## config.mk

```make
export PLATFORM = sky130hd
export DESIGN_NAME = return_stack_and_fetch_pipeline
export DESIGN_NICKNAME = d
export VERILOG_FILES = /design/src/rtl/flow_pkg.sv /design/src/rtl/phase_gen.sv /design/src/rtl/return_stack_and_fetch_pipeline.sv
export SDC_FILE = /design/constraint.sdc
export NUM_CORES = 1
export LEC_CHECK = 0
export BUFFER_PORTS_ARGS = -buffer_cell sky130_fd_sc_hd__buf_2
export CAP_MARGIN = 20
export CORE_MARGIN = 1
export CORE_UTILIZATION = 30
export DETAILED_ROUTE_END_ITERATION = 10
export HOLD_SLACK_MARGIN = 0.05
export SLEW_MARGIN = 25
export SYNTH_ARGS = -nofsm -noshare
export SYNTH_HDL_FRONTEND = slang
export SYNTH_SLANG_ARGS = --single-unit
```

## constraint.sdc

```tcl
create_clock -name mclk_in -period 5.5 [get_ports mclk_in]
set_input_delay 0 -clock mclk_in [delete_from_list [all_inputs] [get_ports mclk_in]]
set_output_delay 0 -clock mclk_in [all_outputs]
set_load 0.05 [all_outputs]
```

## src/rtl/flow_pkg.sv

```systemverilog
package flow_pkg;
  localparam int          PC_W          = 21;
  localparam int          SP_W          = 5;
  localparam int          DEPTH         = 31;
  localparam logic [11:0] PTR_STAT_ADDR = 12'hffc;
  localparam logic [11:0] TOP_LOW_ADDR  = 12'hffd;
  localparam logic [11:0] TOP_HIGH_ADDR = 12'hffe;
  localparam logic [11:0] TOP_UPPER_ADDR = 12'hfff;
  localparam int          FULL_BIT      = 7;
  localparam int          UNF_BIT       = 6;
  localparam logic [4:0]  SP_RESET      = 5'h00;
  localparam logic [4:0]  SP_MAX        = 5'h1f;
  localparam logic [20:0] PC_STEP       = 21'h000002;
  localparam logic [20:0] PC_RESET      = 21'h000000;
  localparam logic [1:0]  PHASE_COUNT_MAX = 2'h3;

  typedef enum logic [1:0] {
    PH_Q1 = 2'b00,
    PH_Q2 = 2'b01,
    PH_Q3 = 2'b11,
    PH_Q4 = 2'b10
  } phase_e;

  typedef struct packed {
    logic [7:0] status;
    logic [7:0] working;
    logic [7:0] bank;
  } ctx_s;

  typedef struct packed {
    logic        push;
    logic        pop;
    logic        call;
    logic        ret;
    logic        fast;
    logic        irq_vector;
    logic        branch;
    logic        table_read;
    logic [20:0] target;
  } ctrl_s;
endpackage : flow_pkg

```

## src/rtl/phase_gen.sv

```systemverilog
`timescale 1ns/100ps
module phase_gen (
  input  wire logic            mclk_in,    // Core clock
  input  wire logic            rst_n_in,   // Sync reset
  output flow_pkg::phase_e     phase_out,  // Current phase
  output logic                 cycle_end_out // High in last phase
);
  flow_pkg::phase_e phase_reg;
  flow_pkg::phase_e phase_next;

  always_comb begin
    unique case (phase_reg)
      flow_pkg::PH_Q1: phase_next = flow_pkg::PH_Q2;
      flow_pkg::PH_Q2: phase_next = flow_pkg::PH_Q3;
      flow_pkg::PH_Q3: phase_next = flow_pkg::PH_Q4;
      flow_pkg::PH_Q4: phase_next = flow_pkg::PH_Q1;
    endcase
  end

  always_ff @(posedge mclk_in) begin
    if (!rst_n_in) begin
      phase_reg <= flow_pkg::PH_Q1;
    end else begin
      phase_reg <= phase_next;
    end
  end

  assign phase_out     = phase_reg;
  assign cycle_end_out = (phase_reg == flow_pkg::PH_Q4);
endmodule : phase_gen

```

## src/rtl/return_stack_and_fetch_pipeline.sv

```systemverilog
`timescale 1ns/100ps
module return_stack_and_fetch_pipeline #(
  parameter int DEPTH = flow_pkg::DEPTH
) (
  input  wire logic           mclk_in,         // Core clock
  input  wire logic           rst_n_in,        // Sync reset, any cause
  input  wire logic           por_n_in,        // Power-on reset, active low
  input  wire logic           err_reset_en_in, // Stack error reset enable
  input  wire flow_pkg::ctrl_s ctrl_in,        // Execute-stage controls
  input  wire logic [11:0]    sfr_addr_in,     // Register address
  input  wire logic           sfr_wr_in,       // Register write strobe
  input  wire logic [7:0]     sfr_wdata_in,    // Register write data
  output logic [7:0]          sfr_rdata_out,   // Register read data
  input  wire flow_pkg::ctx_s ctx_in,          // Live status/working/bank
  output flow_pkg::ctx_s      ctx_restore_out, // Shadow context
  output logic                ctx_restore_en_out, // Restore strobe
  input  wire logic [15:0]    prog_word_in,    // Program memory word
  input  wire logic [7:0]     prog_byte_in,    // Program memory byte
  output logic [20:0]         pc_out,          // Fetch address
  output logic [20:0]         table_ptr_out,   // Table byte address
  input  wire logic [20:0]    table_ptr_in,    // Table pointer load value
  input  wire logic           table_ptr_wr_in, // Table pointer load
  output logic [7:0]          table_latch_out, // Table latch
  output logic [15:0]         instr_out,       // Instruction register
  output logic                instr_valid_out, // Instruction not flushed
  output logic                data_read_out,   // Operand read phase
  output logic                data_write_out,  // Destination write phase
  output logic                device_reset_out // Stack error reset pulse
);
  flow_pkg::phase_e phase;
  logic             cycle_end;

  phase_gen u_phase (
    .mclk_in       (mclk_in),
    .rst_n_in      (rst_n_in),
    .phase_out     (phase),
    .cycle_end_out (cycle_end)
  );

  logic [20:0] stack_mem [1:DEPTH];
  logic [4:0]  sp_reg, sp_next;
  logic        full_reg, full_next, unf_reg, unf_next;
  logic [20:0] pc_reg, pc_next;
  logic [15:0] ir_reg, ir_next;
  logic        valid_reg, valid_next, flush_reg, flush_next;
  logic        dres_reg, dres_next;
  logic        wr_en;
  logic [4:0]  wr_idx;
  logic [20:0] wr_val;
  logic [20:0] top_val;
  flow_pkg::ctx_s shadow_reg, shadow_next;
  logic        rest_reg, rest_next;
  logic [20:0] tptr_reg, tptr_next;
  logic [7:0]  tlat_reg, tlat_next;
  logic        exec, do_push, do_pop, ret_fast;

  function automatic logic [20:0] set_byte(input logic [20:0] v,
                                           input logic [1:0] sel,
                                           input logic [7:0] b);
    logic [20:0] r;
    r = v;
    unique case (sel)
      2'h0: r[7:0] = b;
      2'h1: r[15:8] = b;
      default: r[20:16] = b[4:0];
    endcase
    return r;
  endfunction : set_byte

  assign top_val  = (sp_reg == flow_pkg::SP_RESET) ? flow_pkg::PC_RESET
                    : stack_mem[sp_reg];
  assign exec     = cycle_end && valid_reg;
  assign do_push  = exec && (ctrl_in.push || ctrl_in.call
                    || ctrl_in.irq_vector);
  assign do_pop   = exec && (ctrl_in.pop || ctrl_in.ret) && !do_push;
  assign ret_fast = exec && ctrl_in.ret && ctrl_in.fast;

  always_comb begin
    sp_next   = sp_reg;
    full_next = full_reg;
    unf_next  = unf_reg;
    pc_next   = pc_reg;
    dres_next = 1'b0;
    wr_en     = 1'b0;
    wr_idx    = sp_reg;
    wr_val    = pc_reg;
    if (sfr_wr_in && sfr_addr_in == flow_pkg::PTR_STAT_ADDR) begin
      sp_next = sfr_wdata_in[4:0];
      if (!sfr_wdata_in[flow_pkg::FULL_BIT]) full_next = 1'b0;
      if (!sfr_wdata_in[flow_pkg::UNF_BIT])  unf_next  = 1'b0;
    end else if (sfr_wr_in && sp_reg != flow_pkg::SP_RESET
                 && sfr_addr_in >= flow_pkg::TOP_LOW_ADDR) begin
      wr_en  = 1'b1;
      wr_val = set_byte(top_val, 2'(sfr_addr_in - flow_pkg::TOP_LOW_ADDR),
                        sfr_wdata_in);
    end
    if (phase == flow_pkg::PH_Q1) begin
      pc_next = pc_reg + flow_pkg::PC_STEP;
    end
    if (do_push) begin
      if (sp_reg != flow_pkg::SP_MAX) begin
        sp_next = sp_reg + 5'h01;
        wr_en   = 1'b1;
        wr_idx  = sp_reg + 5'h01;
        wr_val  = pc_reg;
      end
      if (sp_reg >= flow_pkg::SP_MAX - 5'h01) begin
        full_next = 1'b1;
        if (err_reset_en_in) begin
          dres_next = 1'b1;
        end
      end
    end else if (do_pop) begin
      if (sp_reg == flow_pkg::SP_RESET) begin
        unf_next = 1'b1;
        if (ctrl_in.ret) pc_next = flow_pkg::PC_RESET;
        dres_next = err_reset_en_in;
      end else begin
        sp_next = sp_reg - 5'h01;
        if (ctrl_in.ret) pc_next = top_val;
      end
    end
    if (exec && ctrl_in.branch && !do_pop) begin
      pc_next = ctrl_in.target;
    end
    if (dres_reg) begin
      sp_next = flow_pkg::SP_RESET;
      pc_next = flow_pkg::PC_RESET;
    end
  end

  always_comb begin
    ir_next    = ir_reg;
    valid_next = valid_reg;
    flush_next = flush_reg;
    if (exec && (ctrl_in.branch || ctrl_in.call || ctrl_in.ret
                 || ctrl_in.irq_vector)) begin
      flush_next = 1'b1;
    end
    if (phase == flow_pkg::PH_Q4) begin
      ir_next    = prog_word_in;
      valid_next = !flush_next;
      flush_next = 1'b0;
    end
  end

  always_comb begin
    shadow_next = shadow_reg;
    rest_next   = 1'b0;
    if (exec && (ctrl_in.irq_vector || (ctrl_in.call && ctrl_in.fast))) begin
      shadow_next = ctx_in;
    end
    if (ret_fast) begin
      rest_next = 1'b1;
    end
  end

  always_comb begin
    tptr_next = table_ptr_wr_in ? table_ptr_in : tptr_reg;
    tlat_next = tlat_reg;
    if (exec && ctrl_in.table_read) begin
      tlat_next = prog_byte_in;
    end
  end

  always_ff @(posedge mclk_in) begin
    if (wr_en) begin
      stack_mem[wr_idx] <= wr_val;
    end
  end

  always_ff @(posedge mclk_in) begin
    if (!por_n_in) begin
      full_reg <= 1'b0;
      unf_reg  <= 1'b0;
    end else begin
      full_reg <= full_next;
      unf_reg  <= unf_next;
    end
  end

  always_ff @(posedge mclk_in) begin
    if (!rst_n_in || !por_n_in) begin
      sp_reg     <= flow_pkg::SP_RESET;
      pc_reg     <= flow_pkg::PC_RESET;
      dres_reg   <= 1'b0;
      ir_reg     <= 16'h0000;
      valid_reg  <= 1'b0;
      flush_reg  <= 1'b0;
      shadow_reg <= '0;
      rest_reg   <= 1'b0;
      tptr_reg   <= flow_pkg::PC_RESET;
      tlat_reg   <= 8'h00;
    end else begin
      sp_reg     <= sp_next;
      pc_reg     <= pc_next;
      dres_reg   <= dres_next;
      ir_reg     <= ir_next;
      valid_reg  <= valid_next;
      flush_reg  <= flush_next;
      shadow_reg <= shadow_next;
      rest_reg   <= rest_next;
      tptr_reg   <= tptr_next;
      tlat_reg   <= tlat_next;
    end
  end

  always_comb begin
    unique case (sfr_addr_in)
      flow_pkg::PTR_STAT_ADDR:
        sfr_rdata_out = {full_reg, unf_reg, 1'b0, sp_reg};
      flow_pkg::TOP_LOW_ADDR:   sfr_rdata_out = top_val[7:0];
      flow_pkg::TOP_HIGH_ADDR:  sfr_rdata_out = top_val[15:8];
      flow_pkg::TOP_UPPER_ADDR: sfr_rdata_out = {3'h0, top_val[20:16]};
      default:                  sfr_rdata_out = 8'h00;
    endcase
  end

  assign ctx_restore_out    = shadow_reg;
  assign ctx_restore_en_out = rest_reg;
  assign pc_out             = pc_reg;
  assign table_ptr_out      = tptr_reg;
  assign table_latch_out    = tlat_reg;
  assign instr_out          = ir_reg;
  assign instr_valid_out    = valid_reg;
  assign data_read_out      = (phase == flow_pkg::PH_Q2) && valid_reg;
  assign data_write_out     = exec;
  assign device_reset_out   = dres_reg;
endmodule : return_stack_and_fetch_pipeline

```

==> run summary, run 1 <==
## Place
• count of buffers from port buffering: 226
• half-perimeter wire length after placement: 57,400 µm
• Final Wtd Congestion: 0.944

## Clock tree
• post-cts gate resize count: 0
• CTS hold repair buffers: 159
• maximum buffer depth of the clock tree: 3
• number of setup buffers added after CTS: 0
• clk_lat worst skew: 0.63 ns
• clock buffers created by TritonCTS: 73
• TritonCTS Sinks: 754
• cell at the root of the clock tree: sky130_fd_sc_hd__clkbuf_16
• post-CTS clock slew at the launch and capture registers of the worst setup and hold paths: 0.07 ns
• H-Tree Level Count: 3
• clock tree from TritonCTS: yes

## Setup path
• Worst Reg-to-Reg Cells: 8
• kind of critical path: reg2out
• kind of launch point of the worst setup path: flip-flop
• sort of element at the end of the critical path: output pin
• data arrival time of the worst path: 4.69 ns
• required time worst endpoint: 5.50 ns
• critical path fanouts, max: 46

## STA
• Sum Neg Setup Slack: 0 ns
• Fmax: 0.213 GHz
• portion of the clock cycle consumed by the worst path in the final layout: 85.3%
• Final Max Tran Viols: 0
• Fin Clk Skew: 0.0149 ns
• Hold Fails Final Rpt: 0
• crit path time final: 4.69 ns
• setup repair after global routing missed its margin: no
• transition time at the pin with the least slew margin: 1.06 ns
• relative slew slack: 29.1%
• final-layout worst hold slack: 0.110 ns
• final setup violation count: 0

## Detailed routing
• violation count after the first detailed-route iteration: 2,142
• Vias/cell: 5.19
• total detailed-routing wirelength: 89,500 µm
• post-DR wirelength/cell: 23.7 µm
• first-pass iteration count of the detailed router: 6
• Post-route DRC: 0
• number of routed nets with antenna violations: 0
• total number of vias: 19,600

## Global route
• maximum number of pins on one net before global-route repair: 118
• global router's overall resource usage: 17.0%
• wire length of the first global-routing pass: 130,000 µm
• global route overflow: 0
• via count of the first global-routing pass: 19,500
• number of antenna violations at the first check in global routing: 1

## Logic synthesis
• post-synthesis cell type count: 74
• predominant post-synthesis flop cell: sky130_fd_sc_hd__edfxtp_1
• share of flip-flops with an asynchronous set or reset after synthesis: 0%
• biggest area consumer among synthesized cells: sky130_fd_sc_hd__edfxtp_1
• Synth Cell Area: 0.0305 mm²
• gate count of the mapped netlist: 1,931
• FF+latch count, synth: 754
• Seq/Total Area, Yosys: 71.0%
• average cell area after synthesis: 15.8 µm²
• yosys warns: 0
• largest cells by area after synthesis: sky130_fd_sc_hd__edfxtp_1 64%, sky130_fd_sc_hd__mux4_2 7.2%, sky130_fd_sc_hd__dfxtp_1 6.8%, sky130_fd_sc_hd__mux2i_1 4.8%, sky130_fd_sc_hd__nand2_1 2.2%
• net count of the mapped netlist: 2,068
• number of enable flip-flop cells after synthesis: 651
• fraction of synthesized cell area taken by the top area cell type: 64.2%

## Die
• die height: 321 µm
• Top-Level Pins: 227
• row count: 116
• initial core utilization: 30.4%
• Total Die Area: 0.103 mm²
• width of the chip: 321 µm
• core footprint: 0.100 mm²

## Min path
• worst hold path depth: 6
• worst hold path class: in2reg

## Power
• VDD IR max: 0.218 mV
• Static Leakage: 0.0112 µW
• power density over the cells: 303 mW/mm²

## Run
• max-cap viol count: 0

## Final layout
• layout cell share with drive strength beyond 1: 24.3%
• Final #Nets: 2,498
• max reg flops: 651
• filler cell count: 9,152
• synthesis-to-finish area growth: 23.6%
• most flop-heavy register: stack_mem

## Run status
• status: completed

logic make-up (layout without fill, tap and decap cells):
kind of cell,Yosys count,after routing,share of synthesized area (%)
AOI/OAI and AO/OA,307,307,6.62
xor gates and xnor gates,23,23,0.662
adders and majority gates,13,13,0.534
buffers and inverters,129,618,2.12
DFF,754,754,71.0
muxes,248,248,12.2
other,0,2,0
and+or+nand+nor,457,457,6.86
critical path, cell delays in order, from the launching register on:
cell and delay, ns:
sky130_fd_sc_hd__dfxtp_4 0.81, sky130_fd_sc_hd__buf_4 0.67, sky130_fd_sc_hd__buf_4 0.46, sky130_fd_sc_hd__mux4_2 0.37, sky130_fd_sc_hd__a22o_1 0.29, sky130_fd_sc_hd__a221oi_2 0.32
sky130_fd_sc_hd__nand3_1 0.25, sky130_fd_sc_hd__a32o_1 0.33, sky130_fd_sc_hd__a221o_1 0.30, sky130_fd_sc_hd__buf_2 0.23
layout make-up:
cell class | count | area, µm² | area share (%)
repair buffers | 464 | 3450 | 9.17
inverters | 20 | 75.1 | 0.199
clock buffers | 87 | 1900 | 5.05
flip-flops and latches | 754 | 21600 | 57.4
clock inverters | 47 | 477 | 1.27
multi-input cells | 1048 | 8420 | 22.4
well taps | 1357 | 1700 | 4.51
diodes | 2 | 5.00 | 0.0133
synthesized netlist by cell type (36+ instances only):
master                       n
sky130_fd_sc_hd__o21ai_0    58
sky130_fd_sc_hd__mux4_2     98
sky130_fd_sc_hd__clkbuf_1   43
sky130_fd_sc_hd__a21oi_1    93
sky130_fd_sc_hd__buf_2      36
sky130_fd_sc_hd__nor2_1    118
sky130_fd_sc_hd__a22oi_1    52
sky130_fd_sc_hd__mux2i_1   147
sky130_fd_sc_hd__edfxtp_1  651
sky130_fd_sc_hd__nand3_1    49
sky130_fd_sc_hd__dfxtp_1   103
sky130_fd_sc_hd__nand2_1   181
worst paths after layout:
kind,from,slack [ns],end
worst max-delay path,sp_reg[1],0.81,sfr_rdata_out[3]
worst min-delay path,ctrl_in[23],0.11,ctx_restore_out[20]
worst max register to register,sp_reg[0],1.24,stack_mem[10][16]
worst min register to register,instr_out[1],0.45,instr_out[1]
cell usage in the layout, fill, tap and decap left out, types with 16 or more instances in the layout:
cell,n
sky130_fd_sc_hd__edfxtp_1,651
sky130_fd_sc_hd__buf_2,226
sky130_fd_sc_hd__nand2_1,180
sky130_fd_sc_hd__dlygate4sd3_1,159
sky130_fd_sc_hd__mux2i_1,147
sky130_fd_sc_hd__dfxtp_1,99
sky130_fd_sc_hd__mux4_2,98
sky130_fd_sc_hd__a21oi_1,93
sky130_fd_sc_hd__nor2_1,84
sky130_fd_sc_hd__clkbuf_16,74
sky130_fd_sc_hd__buf_4,68
sky130_fd_sc_hd__a22oi_1,52
sky130_fd_sc_hd__nand3_1,49
sky130_fd_sc_hd__o21ai_0,40
sky130_fd_sc_hd__nor2_2,34
sky130_fd_sc_hd__nand4_1,19
sky130_fd_sc_hd__inv_1,16
sky130_fd_sc_hd__nor3_1,16
power breakdown:
| part | total (µW) | leakage, µW | switching, µW | internal, µW |
|---|---|---|---|---|
| Clock | 5020 | 0.00114 | 2180 | 2840 |
| Sequential | 6140 | 0.00567 | 8.41 | 6130 |
| Combinational | 260 | 0.00435 | 138 | 123 |
per-stage QoR:
step | worst slack (ns) | total power (µW) | utilization, % | cells | instance area [µm²]
finish | 0.810 | 11400 | 37.5 | 3779 | 37700
global route | 0.663 | 11700 | 37.5 | 3778 | 37600
CTS | 0.752 | 11500 | 37.5 | 3777 | 37600
detailed placement | 1.32 | 6440 | 33.5 | 3484 | 33600
global placement | 1.39 | 6440 | 33.5 | 3484 | 33600
floorplan | 1.23 | 6350 | - | 1931 | 30500
per-layer routing:
metal,wire [µm],track usage (%),vias to the layer above
met5,0,0,-
met1,36800,22.5,10000
li1,-,-,8416
met2,42000,27.6,1005
met4,3650,7.68,0
met3,7070,2.63,181
Power figures use the tool's default switching activity.
==> inputs of run 2 (changes only) <==
- GPL_TIMING_DRIVEN: default -> 0
==> run 2 against run 1 <==
Effect of this change: combinational power fell by 3%; global-route usage rose by 2.5 points; clock power rose by 6.0%; clock skew rose by 0.016 ns; core utilization rose by 1.3 points; critical path depth rose by 5; via count rose by 4.3%; highest routed layer unchanged.
==> run summary, run 2 (synthesis gave the netlist of run 1 again) <==
## Run status
• status: completed

## Global route
• wire length of the first global-routing pass: 145,000 µm
• number of antenna violations at the first check in global routing: 5
• global router's overall resource usage: 19.5%
• maximum number of pins on one net before global-route repair: 32
• global route overflow: 0
• via count of the first global-routing pass: 20,300

## Detailed routing
• Vias/cell: 5.30
• total detailed-routing wirelength: 103,000 µm
• Post-route DRC: 0
• first-pass iteration count of the detailed router: 6
• number of routed nets with antenna violations: 0
• post-DR wirelength/cell: 26.6 µm
• violation count after the first detailed-route iteration: 2,415
• total number of vias: 20,500

## Setup path
• launch point of the critical path: sp_reg[3]
• sort of element at the end of the critical path: flip-flop
• Reg2Reg Launch Point: sp_reg[3]
• worst r2r dst: stack_mem[27][0]
• Worst Reg-to-Reg Cells: 14
• critical path fanouts, max: 12
• kind of launch point of the worst setup path: flip-flop
• reg2reg setup slack: 0.16 ns
• required time worst endpoint: 5.84 ns
• end of the critical path: stack_mem[27][0]
• data arrival time of the worst path: 5.68 ns
• kind of critical path: reg2reg

## Final layout
• layout cell share with drive strength beyond 1: 25.1%
• Final #Nets: 2,572
• top library cells by usage in the layout, fill and taps aside: 651 x sky130_fd_sc_hd__edfxtp_1, 261 x sky130_fd_sc_hd__buf_2, 181 x sky130_fd_sc_hd__nand2_1
• fin cells: 3,858
• most flop-heavy register: stack_mem
• core utilization of the finished layout: 38.9%
• most common library cell in the layout ignoring fill and taps: sky130_fd_sc_hd__edfxtp_1
• synthesis-to-finish area growth: 28.0%
• max reg flops: 651

## STA
• crit path time final: 5.34 ns
• setup repair after global routing missed its margin: no
• portion of the clock cycle consumed by the worst path in the final layout: 97.1%
• Fmax: 0.187 GHz
• Fin Clk Skew: 0.0305 ns
• transition time at the pin with the least slew margin: 1.16 ns
• least setup slack across all paths after layout: 0.161 ns
• Final Max Tran Viols: 0
• final setup violation count: 0
• Hold Fails Final Rpt: 0
• relative slew slack: 22.3%

## Place
• count of buffers from port buffering: 225
• Final Wtd Congestion: 0.931
• half-perimeter wire length after placement: 69,300 µm
• number of placed cells counting well taps: 3,562
• pre-CTS setup slack: 0.308 ns

## Power
• VDD IR max: 0.212 mV
• Combinational Power Share: 2.1%
• P_int: 9270 µW
• clock power share: 45.4%
• Reg power frac: 52.4%
• switching component of the power: 2440 µW
• Static Leakage: 0.0117 µW
• power density over the cells: 300 mW/mm²
• sw frac: 20.9%

## Die
• Top-Level Pins: 227
• row count: 116
• Total Die Area: 0.103 mm²
• core footprint: 0.100 mm²
• die height: 321 µm
• width of the chip: 321 µm
• initial core utilization: 30.4%

## Clock tree
• cell at the root of the clock tree: sky130_fd_sc_hd__clkbuf_16
• TritonCTS Sinks: 754
• clock tree from TritonCTS: yes
• clk_lat worst skew: 0.65 ns
• maximum buffer depth of the clock tree: 3
• clock buffers created by TritonCTS: 78
• post-CTS clock slew at the launch and capture registers of the worst setup and hold paths: 0.06 ns
• H-Tree Level Count: 3

## Min path
• Hold Startpoint: sfr_wr_in
• worst hold path class: in2reg

## Run
• max-cap viol count: 0

## run 2: changes by cell type in the layout (fill, tap and decap cells not counted), sizes merged, moves of 4 or more
cell / change
clkbuf: +47
buf: +41
clkinv: +9
clkinvlp: -4
dlygate4sd3: -15
## run 2: final cells by class
class | count | area, µm²
inverter | 20 | 75.1
timing repair buffer | 424 | 3850
multi-input combinational | 1048 | 8640
sequential | 754 | 21600
fill | 9081 | 61300
buffer | 109 | 571
antenna | 3 | 7.51
clock inverter | 52 | 541
tap | 1357 | 1700
clock buffer | 91 | 2000
## run 2: repair_timing
item | 4_1_cts | 5_1_grt
resized for setup | 0 | 0
buffers inserted | 0 | 6
endpoints found under the setup margin | 0 | 3
endpoints found under the hold margin | 140 | 0
hold buffers | 144 | 0
## run 2: per-stage QoR
| stage | hold WS, ns | power [µW] | setup TNS [ns] | area, µm² |
|---|---|---|---|---|
| after floorplan | 0.118 | 6350 | 0 | 30500 |
| after global placement | 0.238 | 6440 | -1419.27 | 33300 |
| after detailed placement | 0.240 | 6450 | 0 | 34900 |
| after CTS | 0.0537 | 11800 | 0 | 38900 |
| after global routing | 0.136 | 12000 | 0 | 39000 |
| final | 0.0870 | 11700 | 0 | 39000 |
## run 2: routing by layer
metal,part of all wire [%],track usage (%),vias up
met5,0,0,-
met4,3.3,6.63,0
met3,9.7,3.90,224
met2,48,32.6,1277
met1,39,25.2,10400
li1,-,-,8585
## run 2: worst min-delay path by stage
stage | to | slack (ns) | cells after the start
3_3_place_gp | pc_out[17] | 0.24 | 3
2_1_floorplan | ctx_restore_en_out | 0.12 | 2
6_report | full_reg | 0.09 | 4
4_1_cts | full_reg | 0.05 | 4
3_5_place_dp | pc_out[17] | 0.24 | 3
5_1_grt | table_ptr_out[12] | 0.14 | 4
## run 2: critical path, stage by stage, from the launching register on
cell,delay [ns]
sky130_fd_sc_hd__dfxtp_1,0.60
sky130_fd_sc_hd__buf_2,0.34
sky130_fd_sc_hd__buf_2,0.36
sky130_fd_sc_hd__buf_2,0.38
sky130_fd_sc_hd__buf_2,0.40
sky130_fd_sc_hd__nand3_1,0.16
sky130_fd_sc_hd__inv_1,0.10
sky130_fd_sc_hd__ha_1,0.30
sky130_fd_sc_hd__or3_1,0.16
sky130_fd_sc_hd__clkbuf_1,0.27
sky130_fd_sc_hd__nor2_1,0.15
sky130_fd_sc_hd__xnor2_1,0.44
sky130_fd_sc_hd__nand3_1,0.47
sky130_fd_sc_hd__nor2_4,0.66
sky130_fd_sc_hd__buf_16,0.23
## run 2: power by group through the flow
stage / Combinational (µW) / Sequential [µW] / Clock (µW)
after global routing: 265 / 6140 / 5600
after CTS: 247 / 6140 / 5400
after global placement: 174 / 6270 / 0
after floorplan: 60.4 / 6290 / 0
after detailed placement: 185 / 6260 / 0
final: 251 / 6140 / 5320
==> inputs of run 3 (changes only) <==
- ABC_AREA: default -> 0
- CELL_PAD_IN_SITES_DETAIL_PLACEMENT: default -> 0
- CELL_PAD_IN_SITES_GLOBAL_PLACEMENT: default -> 1
- PLACE_DENSITY_LB_ADDON: default -> 0.1
- SKIP_LAST_GASP: default -> 1
==> run 3 against run 2 <==
Effect of this change: sequential share of layout area is 0.99 points lower; worst hold slack improved by 0.018 ns; flip-flop and latch count did not move; non-clock buffer count increased by 27; clock skew up 0.021 ns; clock-buffer cell count is 11 higher; cell count grew 0.96%; via count fell by 1.7%; critical path depth unchanged; clock power up 7.9%; first-iteration DRC count shrank 29%; critical path type unchanged.
==> run summary, run 3 (synthesis gave the netlist of run 1 again) <==
## Run status
• status: completed

## Global route
• wire length of the first global-routing pass: 155,000 µm
• maximum number of pins on one net before global-route repair: 32
• global router's overall resource usage: 22.0%
• number of antenna violations at the first check in global routing: 7
• global route overflow: 0
• via count of the first global-routing pass: 19,900

## Final layout
• max reg flops: 651
• synthesis-to-finish area growth: 30.4%
• most common library cell in the layout ignoring fill and taps: sky130_fd_sc_hd__edfxtp_1
• filler cell count: 9,355
• final cell area excluding filler cells: 0.0397 mm²
• top library cells by usage in the layout, fill and taps aside: 651 x sky130_fd_sc_hd__edfxtp_1, 265 x sky130_fd_sc_hd__buf_2, 181 x sky130_fd_sc_hd__nand2_1
• Final #Nets: 2,607
• fin cells: 3,895
• layout cell share with drive strength beyond 1: 26.1%
• most flop-heavy register: stack_mem

## STA
• Fin Clk Skew: 0.0517 ns
• Final Max Tran Viols: 0
• transition time at the pin with the least slew margin: 1.09 ns
• crit path time final: 5.32 ns
• least setup slack across all paths after layout: 0.185 ns
• Fmax: 0.188 GHz
• portion of the clock cycle consumed by the worst path in the final layout: 96.6%
• Hold Fails Final Rpt: 0
• final setup violation count: 0
• relative slew slack: 26.9%
• setup repair after global routing missed its margin: yes
• Sum Neg Setup Slack: 0 ns

## Clock tree
• clock tree from TritonCTS: yes
• maximum buffer depth of the clock tree: 3
• clock buffers created by TritonCTS: 86
• cell at the root of the clock tree: sky130_fd_sc_hd__clkbuf_16
• post-CTS clock slew at the launch and capture registers of the worst setup and hold paths: 0.06 ns
• TritonCTS Sinks: 754
• clk_lat worst skew: 0.68 ns
• H-Tree Level Count: 3

## Die
• core footprint: 0.100 mm²
• initial core utilization: 30.4%
• Top-Level Pins: 227
• width of the chip: 321 µm
• Total Die Area: 0.103 mm²
• row count: 116
• die height: 321 µm

## Setup path
• Reg2Reg Launch Point: sp_reg[3]
• kind of critical path: reg2reg
• worst r2r dst: stack_mem[27][2]
• Worst Reg-to-Reg Cells: 14
• reg2reg setup slack: 0.18 ns
• data arrival time of the worst path: 5.67 ns
• largest stage delay on the critical path: 0.56 ns
• sort of element at the end of the critical path: flip-flop
• library cell appearing most often on the critical path: sky130_fd_sc_hd__buf_2
• kind of launch point of the worst setup path: flip-flop
• required time worst endpoint: 5.85 ns
• CP cell instances: buf_2, buf_2, buf_2, buf_2, nand3_1, inv_1, ha_1, or3_1, clkbuf_1, nor2_1, xnor2_1, nand3_1, nor2_4, buf_12
• cell type of the slowest stage on the worst timing path: sky130_fd_sc_hd__dfxtp_1
• critical path fanouts, max: 14

## Power
• Reg power frac: 50.6%
• Combinational Power Share: 2.1%
• VDD IR max: 0.183 mV
• power density over the cells: 306 mW/mm²
• sw frac: 20.8%
• switching component of the power: 2520 µW
• clock power share: 47.3%
• P_int: 9620 µW
• total power consumption of the routed design: 12,100 µW
• Static Leakage: 0.0120 µW

## Detailed routing
• Post-route DRC: 0
• total number of vias: 20,100
• violation count after the first detailed-route iteration: 1,716
• first-pass iteration count of the detailed router: 5
• post-DR wirelength/cell: 29.3 µm
• number of routed nets with antenna violations: 0
• total detailed-routing wirelength: 114,000 µm
• Vias/cell: 5.17

## Place
• number of placed cells counting well taps: 3,572
• post-place instance area: 0.0351 mm²
• count of buffers from port buffering: 225
• half-perimeter wire length after placement: 80,800 µm
• Final Wtd Congestion: 0.856
• pre-CTS setup slack: 0.0943 ns

## Run
• max-cap viol count: 0

## Min path
• worst hold path class: in2reg
• worst-case hold path end point: pc_out[17]
• worst hold path depth: 4
• Hold Startpoint: ctrl_in[17]

-- run 3: worst max path at each step --
stage	start	endpoint	slack, ns	depth (start not counted)
global placement	sp_reg[0]	stack_mem[14][2]	-3.61	12
floorplan	sp_reg[3]	stack_mem[10][17]	1.23	14
CTS	sp_reg[3]	stack_mem[6][18]	0.06	15
global route	sp_reg[3]	stack_mem[15][7]	0.002	14
finish	sp_reg[3]	stack_mem[27][2]	0.18	14
detailed placement	sp_reg[3]	stack_mem[26][2]	0.09	15
-- run 3: what timing repair did --
action | 4_1_cts | 5_1_grt
endpoints found under the setup margin | 0 | 155
setup buffers | 0 | 21
hold endpoints to repair | 151 | 0
resized for setup | 0 | 1
hold buffers | 146 | 0
-- run 3: through the flow --
| stage | util, % | hold WS [ns] |
|---|---|---|
| 3_3_place_gp | 33.2 | 0.234 |
| 3_5_place_dp | 35.0 | 0.228 |
| 4_1_cts | 39.3 | 0.0609 |
| 5_1_grt | 39.6 | 0.111 |
| 2_1_floorplan | - | 0.118 |
| 6_report | 39.6 | 0.105 |
-- run 3: cell type report --
type	count	area [µm²]	area share [%]
Clock inverter	53	584	1.47
Timing Repair Buffer	451	4260	10.7
Antenna cell	1	2.50	0.00630
Clock buffer	102	2220	5.60
Tap cell	1357	1700	4.28
Buffer	109	572	1.44
Sequential cell	754	21600	54.4
Multi-Input combinational cell	1048	8680	21.9
Inverter	20	75.1	0.189
-- run 3: critical path: cells and delay by family (launching register included) --
kind / cells / cell delay (ns)
simple gates: 5 / 1.43
buf+inv: 7 / 2.28
xor+xnor: 1 / 0.38
flops: 1 / 0.56
fa+ha+maj: 1 / 0.28
-- run 3: layer usage --
metal	part of all wire [%]	GRT usage, %	wire [µm]	vias up
li1	-	-	-	8659
met1	45	30.7	51300	10500
met2	45	34.1	51800	817
met3	7.3	4.49	8300	158
met4	2.5	6.96	2840	0
met5	0	0	0	-
-- run 3: power groups by stage --
stage	logic, µW	registers (µW)	clock network (µW)
3_5_place_dp	187	6260	0
2_1_floorplan	60.4	6290	0
3_3_place_gp	176	6270	0
5_1_grt	269	6140	6070
4_1_cts	252	6140	5870
6_report	250	6140	5740
